## config.mk

```make
export PLATFORM = sky130hd
export DESIGN_NAME = psw_exec_fields
export DESIGN_NICKNAME = d
export VERILOG_FILES = /design/src/shared/psw_pkg.sv /design/src/rtl/psw_exc_num.sv /design/src/rtl/psw_exec_fields.sv
export SDC_FILE = /design/constraint.sdc
export NUM_CORES = 1
export LEC_CHECK = 0
export BUFFER_PORTS_ARGS = -buffer_cell sky130_fd_sc_hd__buf_2
export CAP_MARGIN = 20
export CORE_ASPECT_RATIO = 1.4
export CORE_MARGIN = 2
export CORE_UTILIZATION = 35
export DETAILED_ROUTE_END_ITERATION = 10
export PLACE_DENSITY = 0.78
export SETUP_SLACK_MARGIN = 0.4
export SYNTH_ARGS = -nofsm -noshare
export SYNTH_HDL_FRONTEND = slang
export SYNTH_HIERARCHICAL = 1
export SYNTH_SLANG_ARGS = --single-unit
```

## constraint.sdc

```tcl
create_clock -name i_mclk -period 3.4 [get_ports i_mclk]
set_input_delay 0.68 -clock i_mclk [delete_from_list [all_inputs] [get_ports i_mclk]]
set_output_delay 0.68 -clock i_mclk [all_outputs]
set_load 0.01 [all_outputs]
```

## src/shared/psw_pkg.sv

```systemverilog
// Constants for the program status word execution and exception fields.
// Assumes a core that drives move, transfer and exception events in its clock domain.
package psw_pkg;

  // ************************************************************
  // Field positions
  // ************************************************************
  localparam int unsigned SAT_BIT = 27;
  localparam int unsigned CMP_BIT = 24;
  localparam int unsigned XHI_LSB = 25;
  localparam int unsigned XLO_LSB = 10;
  localparam int unsigned EXC_W = 6;

  // ************************************************************
  // Reset values and masks
  // ************************************************************
  localparam logic [31:0] PSW_RESET = 32'h0100_0000;
  localparam logic [31:0] FLAG_MASK = 32'hF800_0000;
  localparam logic [31:0] EXEC_MASK = 32'h0700_FC00;
  localparam logic [31:0] EXC_MASK = 32'h0000_003F;
  localparam logic [5:0] EXC_RESET = 6'h00;
  localparam logic [7:0] XST_RESET = 8'h00;
  localparam logic [5:0] EXC_MAX_VALID = 6'h3B;

  // ************************************************************
  // Exception numbers
  // ************************************************************
  localparam logic [5:0] EXC_THREAD = 6'h00;
  localparam logic [5:0] EXC_NMI = 6'h02;
  localparam logic [5:0] EXC_HARD = 6'h03;
  localparam logic [5:0] EXC_MEMMGMT = 6'h04;
  localparam logic [5:0] EXC_BUS = 6'h05;
  localparam logic [5:0] EXC_USAGE = 6'h06;
  localparam logic [5:0] EXC_SUPERVISOR = 6'h0B;
  localparam logic [5:0] EXC_PENDED = 6'h0E;
  localparam logic [5:0] EXC_TICK = 6'h0F;
  localparam logic [5:0] EXC_IRQ0 = 6'h10;

  // View select for a move: one bit each for flags, exec, interrupt
  localparam logic [2:0] VIEW_FLAG = 3'h1;
  localparam logic [2:0] VIEW_EXEC = 3'h2;
  localparam logic [2:0] VIEW_INT = 3'h4;

  // Execution-state machine: idle, transfer resume or conditional block
  typedef enum logic [2:0] {
    XS_IDLE = 3'b001,
    XS_RESUME = 3'b010,
    XS_COND = 3'b100
  } xfer_state_t;

  // Execution-state fields packed as {hi[1:0], lo[5:0]}
  function automatic logic [31:0] pack_exec(input logic cmp, input logic [7:0] xst);
    pack_exec = {5'h00, xst[7:6], cmp, 8'h00, xst[5:0], 10'h000};
  endfunction

  function automatic logic [7:0] unpack_exec(input logic [31:0] w);
    unpack_exec = {w[XHI_LSB+1:XHI_LSB], w[XLO_LSB+5:XLO_LSB]};
  endfunction

endpackage

```

## src/rtl/psw_exc_num.sv

```systemverilog
// Active exception number holder.
// Assumes the core gives entry and return strobes; return carries the stacked word.
`timescale 1ns/1ps
module psw_exc_num
  import psw_pkg::*;
(
  input wire logic i_mclk,
  input wire logic i_sys_rst,
  input wire logic i_exc_entry,
  input wire logic [5:0] i_entry_num,
  input wire logic i_exc_return,
  input wire logic [31:0] i_stacked_psw,
  output logic [5:0] o_exc_num
);

  logic [5:0] exc_num;
  logic [5:0] next_exc_num;

  // Writes from any move instruction never reach here
  always_comb begin
    next_exc_num = exc_num;
    if (i_exc_entry) begin
      next_exc_num = i_entry_num;
    end else if (i_exc_return) begin
      next_exc_num = i_stacked_psw[EXC_W-1:0];
    end
  end

  always_ff @(posedge i_mclk) begin
    if (i_sys_rst) begin
      exc_num <= EXC_RESET;
    end else begin
      exc_num <= next_exc_num;
    end
  end

  assign o_exc_num = exc_num;
endmodule

```

## src/rtl/psw_exec_fields.sv

```systemverilog
// Execution-state, compact-state and exception fields of the program status word.
// Assumes the core issues single-cycle event strobes and obeys o_exec_fault.
`timescale 1ns/1ps
module psw_exec_fields
  import psw_pkg::*;
(
  input wire logic i_mclk,
  input wire logic i_sys_rst,
  input wire logic i_move_wr,
  input wire logic i_move_rd,
  input wire logic [2:0] i_move_view,
  input wire logic i_privileged,
  input wire logic [31:0] i_move_wdata,
  input wire logic i_set_sat,
  input wire logic [4:0] i_flags_in,
  input wire logic i_flags_we,
  input wire logic i_xfer_irq,
  input wire logic [3:0] i_xfer_next_reg,
  input wire logic i_xfer_resume_take,
  input wire logic i_cond_start,
  input wire logic [7:0] i_cond_code,
  input wire logic i_cond_advance,
  input wire logic i_exchange_branch,
  input wire logic i_exchange_bit,
  input wire logic i_exc_entry,
  input wire logic [5:0] i_entry_num,
  input wire logic i_vector_load,
  input wire logic i_vector_bit,
  input wire logic i_exc_return,
  input wire logic [31:0] i_stacked_psw,
  input wire logic i_exec_attempt,
  output logic [31:0] o_move_rdata,
  output logic [31:0] o_psw,
  output logic o_resume_valid,
  output logic [3:0] o_resume_reg,
  output logic o_exec_fault
);

  // ************************************************************
  // State
  // ************************************************************
  logic [4:0] flags;
  logic [4:0] next_flags;
  logic cmp_bit;
  logic next_cmp_bit;
  logic [7:0] xst;
  logic [7:0] next_xst;
  xfer_state_t state;
  xfer_state_t next_state;
  logic [31:0] move_rdata;
  logic [31:0] next_move_rdata;
  logic [31:0] psw;
  logic [31:0] next_psw;
  logic exec_fault;
  logic next_exec_fault;
  logic resume_valid;
  logic next_resume_valid;
  logic [5:0] exc_num;

  psw_exc_num u_exc (
    .i_mclk(i_mclk),
    .i_sys_rst(i_sys_rst),
    .i_exc_entry(i_exc_entry),
    .i_entry_num(i_entry_num),
    .i_exc_return(i_exc_return),
    .i_stacked_psw(i_stacked_psw),
    .o_exc_num(exc_num)
  );

  // ************************************************************
  // Flags: only the flag view is writable by a move
  // ************************************************************
  always_comb begin
    next_flags = flags;
    if (i_exc_return) begin
      next_flags = i_stacked_psw[31:27];
    end else if (i_move_wr && (i_move_view & VIEW_FLAG) != 3'h0) begin
      next_flags = i_move_wdata[31:27];
    end else if (i_flags_we) begin
      next_flags = {i_flags_in[4:1], flags[0] | i_flags_in[0]};
    end
    // Saturation set wins over a clearing write in the same cycle
    if (i_set_sat) begin
      next_flags[0] = 1'b1;
    end
  end

  // ************************************************************
  // Execution state: transfer resume or conditional block
  // ************************************************************
  always_comb begin
    next_state = state;
    next_xst = xst;
    next_cmp_bit = cmp_bit;
    case (state)
      XS_IDLE: begin
        if (i_xfer_irq) begin
          next_xst = {2'b00, i_xfer_next_reg, 2'b00};
          next_state = XS_RESUME;
        end else if (i_cond_start) begin
          next_xst = i_cond_code;
          next_state = XS_COND;
        end
      end
      XS_RESUME: begin
        if (i_xfer_resume_take) begin
          next_xst = XST_RESET;
          next_state = XS_IDLE;
        end
      end
      XS_COND: begin
        // Shift the mask; block ends when the low three bits run empty
        if (i_cond_advance) begin
          if (xst[2:0] == 3'b000) begin
            next_xst = XST_RESET;
            next_state = XS_IDLE;
          end else begin
            next_xst = {xst[7:5], xst[4:0] << 1};
          end
        end
      end
      default: begin
        next_state = XS_IDLE;
        next_xst = XST_RESET;
      end
    endcase
    if (i_exc_return) begin
      next_xst = unpack_exec(i_stacked_psw);
      next_state = (next_xst == XST_RESET) ? XS_IDLE
        : (next_xst[7:6] == 2'b00 && next_xst[1:0] == 2'b00) ? XS_RESUME : XS_COND;
    end
    // Compact bit has only these sources; moves never touch it
    if (i_exchange_branch) begin
      next_cmp_bit = i_exchange_bit;
    end else if (i_exc_return) begin
      next_cmp_bit = i_stacked_psw[CMP_BIT];
    end else if (i_vector_load) begin
      next_cmp_bit = i_vector_bit;
    end
  end

  // ************************************************************
  // Read port, status image and fault
  // ************************************************************
  always_comb begin
    next_psw = {next_flags, 27'h0} | pack_exec(next_cmp_bit, next_xst)
      | {26'h0, exc_num};
    next_move_rdata = 32'h0000_0000;
    if (i_move_rd) begin
      if ((i_move_view & VIEW_FLAG) != 3'h0) begin
        next_move_rdata = next_move_rdata | (psw & FLAG_MASK);
      end
      if ((i_move_view & VIEW_INT) != 3'h0 && i_privileged) begin
        next_move_rdata = next_move_rdata | (psw & EXC_MASK);
      end
      // Execution bits never surface through a move read
      next_move_rdata = next_move_rdata & ~EXEC_MASK;
    end
    next_exec_fault = i_exec_attempt && !cmp_bit;
    // Registered copy so the output comes straight from a flop
    next_resume_valid = next_state == XS_RESUME;
  end

  always_ff @(posedge i_mclk) begin
    if (i_sys_rst) begin
      flags <= 5'h00;
      cmp_bit <= PSW_RESET[CMP_BIT];
      xst <= XST_RESET;
      state <= XS_IDLE;
      move_rdata <= 32'h0000_0000;
      psw <= PSW_RESET;
      exec_fault <= 1'b0;
      resume_valid <= 1'b0;
    end else begin
      flags <= next_flags;
      cmp_bit <= next_cmp_bit;
      xst <= next_xst;
      state <= next_state;
      move_rdata <= next_move_rdata;
      psw <= next_psw;
      exec_fault <= next_exec_fault;
      resume_valid <= next_resume_valid;
    end
  end

  // ************************************************************
  // Outputs
  // ************************************************************
  assign o_move_rdata = move_rdata;
  assign o_psw = psw;
  assign o_resume_valid = resume_valid;
  assign o_resume_reg = xst[5:2];
  assign o_exec_fault = exec_fault;
endmodule

```

# Word level (Yosys, flattened, before mapping)

Index checks and enable logic that the tools add are counted.

Input bits: 108
Logic and storage cells: 58
Output and inout port bits: 70
Register bits after elaboration: 89

Bitwise operators: 5
Reductions and logical operators: 11
Muxes and demuxes: 28
Eq/ne operators: 4

Operators with widths:

| kind                                                 | number |
|---|---|
| two-way mux 32 bit                                   | 3 |
| OR 32 x 6 -> 32 bit                                  | 2 |
| two-way mux 8 bit                                    | 6 |
| OR 32 x 27 -> 32 bit                                 | 1 |
| two-way mux 3 bit                                    | 8 |
| one-hot mux 8 bit (3 select lines)                   | 1 |
| two-way mux 5 bit                                    | 3 |
| two-way mux 6 bit                                    | 2 |
| one-hot mux 3 bit (3 select lines)                   | 1 |
| zero test 8 bit                                      | 1 |
| equality test 3 x 2 -> 1 bit (second input constant) | 2 |
| logical AND 1 bit                                    | 4 |
| zero test 2 bit                                      | 2 |
| two-way mux 1 bit                                    | 4 |
| equality test 3 x 1 -> 1 bit (second input constant) | 1 |
| equality test 3 bit (second input constant)          | 1 |
| zero test 3 bit                                      | 1 |
| nonzero test 2 bit                                   | 1 |
| OR reduction 2 bit                                   | 1 |
| zero test 1 bit                                      | 1 |
| inverter 1 bit                                       | 1 |
| OR 1 bit                                             | 1 |

# Longest topological paths before layout

Depth after elaboration: 7
Mapped depth: 6
Gate-level depth less buffers: 4

# Hierarchy

The synthesis kept the hierarchy.

Modules (own cells, without submodules):

| module          | instances | area each (sq um) | seq. area each (sq um) | cells an instance |
|---|---|---|---|---|
| psw_exec_fields | 1         | 1815.5            | 720.7                  | 203 |
| psw_exc_num     | 1         | 277.8             | 120.1                  | 26 |

# Worst setup path before layout

OpenSTA, ideal clock, no wires.

Path type: input to register
Start point: input i_xfer_irq
End point: register xst[5]
Setup time: 95 ps
Stages: 4
Path slack: 1627 ps
Required time: 3305 ps
Arrival: 1677 ps
Buffers on the path: 0
Path through: or4b_4 a21oi_2 o21ai_1 a221oi_1

Word-level cells in the longest chain between the ends: 3

Ends and longest elaborated chain:

| item                               | RTL line               | text |
|---|---|---|
| from (decl)                        | psw_exec_fields.sv:17  | `input wire logic i_xfer_irq,` |
| two-way mux 8 bit                  | psw_exec_fields.sv:97  | `if (i_xfer_irq) begin` |
| one-hot mux 8 bit (3 select lines) | psw_exec_fields.sv:95  | `case (state)` |
| two-way mux 8 bit                  | psw_exec_fields.sv:127 | `if (i_exc_return) begin` |
| to (signal assigned)               | psw_exec_fields.sv:177 | `xst <= next_xst;` |
| to (decl)                          | psw_exec_fields.sv:46  | `logic [7:0] xst;` |

Every way passes these cells.
A chain may end at the register's enable or synchronous reset.

# Worst setup path after layout

Start point: register state[0]
End point: register xst[4]

Word-level cells in the longest chain between the ends: 3
Elaborated cells on any way between the ends: 5

Ends and longest elaborated chain:

| item                                        | RTL line               | text |
|---|---|---|
| from (decl)                                 | psw_exec_fields.sv:48  | `xfer_state_t state;` |
| from (signal assigned)                      | psw_exec_fields.sv:178 | `state <= next_state;` |
| equality test 3 bit (tied with other cells) | psw_exec_fields.sv:95  |  |
| one-hot mux 8 bit (3 select lines) (*)      | psw_exec_fields.sv:95  |  |
| two-way mux 8 bit (*)                       | psw_exec_fields.sv:127 |  |

Every way passes the cells marked *; elsewhere a longest branch is shown, timed or not.

==> results.cfg <==
[outcome]
status = completed

[pwr]
p_int_uw = 815
power.switching_uw = 290
p_comb_frac = 0.168
switching_share = 0.262
ir_drop_mv = 0.188
p_per_area_nw_per_um2 = 424
power_frac_clock = 0.347
leakagePower_nw = 1.29
seqPwrFrac = 0.486

[layout]
drive_above_1_share = 0.361
fillCellCount = 578
final_common_cell = buf_2
finish.net_count = 434
num_antenna_cells = 0
postLayoutCoreUtil = 0.448
layout_common_cells = buf_2 (104), dfxtp_1 (42), conb_1 (33), nand2_1 (20), a21oi_1 (15)
syn_to_final_growth_pct = 24.5
regArea_sq_um = 841
multi_input_area_sq_um = 1010

[floorplanning]
num_rows = 33
die_w_um = 69.4
core_sq_um = 5820
start_util = 0.360
top_level_ports = 178
die-area_sq_um = 6620
die_y_um = 95.5

[sta]
finalHoldViolations = 0
slew_violations = 0
worst_clock_skew_ns = 0.00836
finalCritPeriodShare = 0.533
rsz0062_at_grt = no
fmax_mhz = 552
fin_tns_setup_ns = 0
holdWs_ns = 0.453
worst_slew_pin_slew_ns = 0.863
max_slew_margin = 0.417
setup_viol_count_final = 0
period_needed_ns = 1.81

[setup_path]
worstReg2RegEnd = xst[4]$_SDFF_PP0_
r2r_slack_ns = 1.59
worst-r2r-cell-count = 3
worstPathMaxFanout = 12
worst_path_max_delay_cell = nor4bb_1
max_stage_delay_ns = 0.74
path_class = flip-flop to flip-flop
crit_required_ns = 3.61
arrival_ns = 2.02
start_kind = flip-flop
critical_path.endpoint_type = flip-flop
r2r_start = state[0]$_SDFF_PP1_
path_cells = nor4bb_1 -> a222oi_1 -> a311oi_1

[synth]
ys_types = 41
syn_area_per_cell_sq_um = 9.14
syn_area_sq_um = 2090
yosysTopAreaCell = dfxtp_1
seq_area_frac_synth = 0.402
ys_warn_count = 6
synthFlopType = dfxtp_1
yosys-top-cells-area = dfxtp_1 (40%), buf_4 (14%), mux2i_1 (5.3%), a21oi_1 (3.6%), nand2_1 (3.6%)
synth.top_cell.area_share = 0.402
ys_seq_elements = 42
synth_edf_count = 0
async_flop_share = 0
netlist_instances = 229

[detailed_routing]
viasPerCell = 4.88
drc_errors = 0
routed_wl_um = 5110
wl_per_cell_um = 12.9
vias = 1937
drt_iter0_drc = 52
antenna_left = 0
firstDrtPassIters = 5

[placement]
io_buffers = 104
dpl.hpwl_um = 3970
place.gp.congestion = 0.757

[cts]
hold_buffers = 0
cts_setup_buffers = 0
cts-root-buf = clkbuf_8
cts_tree = yes
cts.repair.resized = 0
cts-buffers-inserted = 5
cts.path.max_buffers = 2
clk_latency_ns = 0.29
htreeDepth = 2
clkTransAtPathRegs_ns = 0.08
clock_sinks = 42

[global_routing]
grt_max_degree = 28
antenna_found_initial = 0
grt_pass1_vias = 1674
grt_first_pass_wirelength_um = 7730
grt_overflow_total = 0
grt_use_total = 0.148

[flow_run]
timing.max_cap.violations = 0

[hold_path]
min_to = o_move_rdata[2]$_SDFF_PP0_
hold_class = flip-flop to flip-flop
worst_hold_startpoint = o_psw[2]$_SDFF_PP0_
whs_path_depth = 1
-- cell type report --
| class | instances | share of cell area |
|---|---|---|
| clock inverter | 3 | 0.0154 |
| timing repair buffer | 106 | 0.205 |
| multi-input combinational | 166 | 0.389 |
| inverter | 5 | 0.00720 |
| sequential | 42 | 0.323 |
| tap | 70 | 0.0336 |
| clock buffer | 5 | 0.0264 |
-- power groups by stage --
stage               Clock, mW  Combinational (mW)  Sequential, mW
finish                  0.383               0.185           0.537
global route            0.420               0.206           0.541
CTS                     0.397               0.187           0.537
detailed placement          0               0.186           0.548
global placement            0               0.184           0.547
floorplan                   0               0.138           0.548
-- critical path, delay by kind of cell, from the launching register on --
kind / cells / cell delay, ns
simple gates: 1 / 0.74
compound gates: 2 / 0.45
flops: 1 / 0.54
-- layer usage --
layer / share of wire / GRT usage
met1: 0.39 / 0.165
met2: 0.51 / 0.278
met3: 0.087 / 0.0328
met4: 0.014 / 0.0507
met5: 0 / 0
-- cell families (layout without fill, tap and decap cells) --
logic type | Yosys count | in the layout | synth area share
buffers and inverters | 53 | 119 | 0.171
XOR/XNOR | 1 | 1 | 0.00418
flip-flops | 42 | 42 | 0.402
multiplexers | 11 | 11 | 0.0526
other | 1 | 33 | 0.00179
AND/OR/NAND/NOR | 64 | 64 | 0.178
AO/OA/AOI/OAI | 57 | 57 | 0.191
-- Yosys cell counts, types with 5 or more instances --
cell and instances:
a21oi_1 15, o211ai_1 7, o21ai_0 5, nand2_1 20, nor2b_1 12, buf_4 40, clkbuf_1 6, a211oi_1 8
dfxtp_1 42, mux2i_1 11, and2_1 11
-- metrics by stage --
stage               std cells  power (mW)  cell area (sq um)  setup slack, ns
floorplan                 261       0.685               2210             1.63
global placement          389       0.731               2500             1.31
detailed placement        389       0.734               2500             1.29
CTS                       397        1.12               2610             1.55
global route              397        1.17               2610             1.41
finish                    397        1.10               2610             1.59
-- state kept, by name, summed over array words and instances (netlist names) --
register         flops
xst                  7
o_resume_valid       1
flags                4
o_move_rdata        11
o_psw                9
u_exc/o_exc_num      6
o_exec_fault         1
state                3
-- worst max path at each step --
stage / to / startpoint / slack, ns
after floorplan: xst[5]$_SDFF_PP0_ / i_xfer_irq / 1.63
after global placement: xst[4]$_SDFF_PP0_ / i_xfer_irq / 1.31
after detailed placement: xst[4]$_SDFF_PP0_ / i_xfer_irq / 1.29
after CTS: xst[4]$_SDFF_PP0_ / state[0]$_SDFF_PP1_ / 1.55
after global routing: xst[4]$_SDFF_PP0_ / state[0]$_SDFF_PP1_ / 1.41
final: xst[4]$_SDFF_PP0_ / state[0]$_SDFF_PP1_ / 1.59
(Power assumes the default switching activity.)
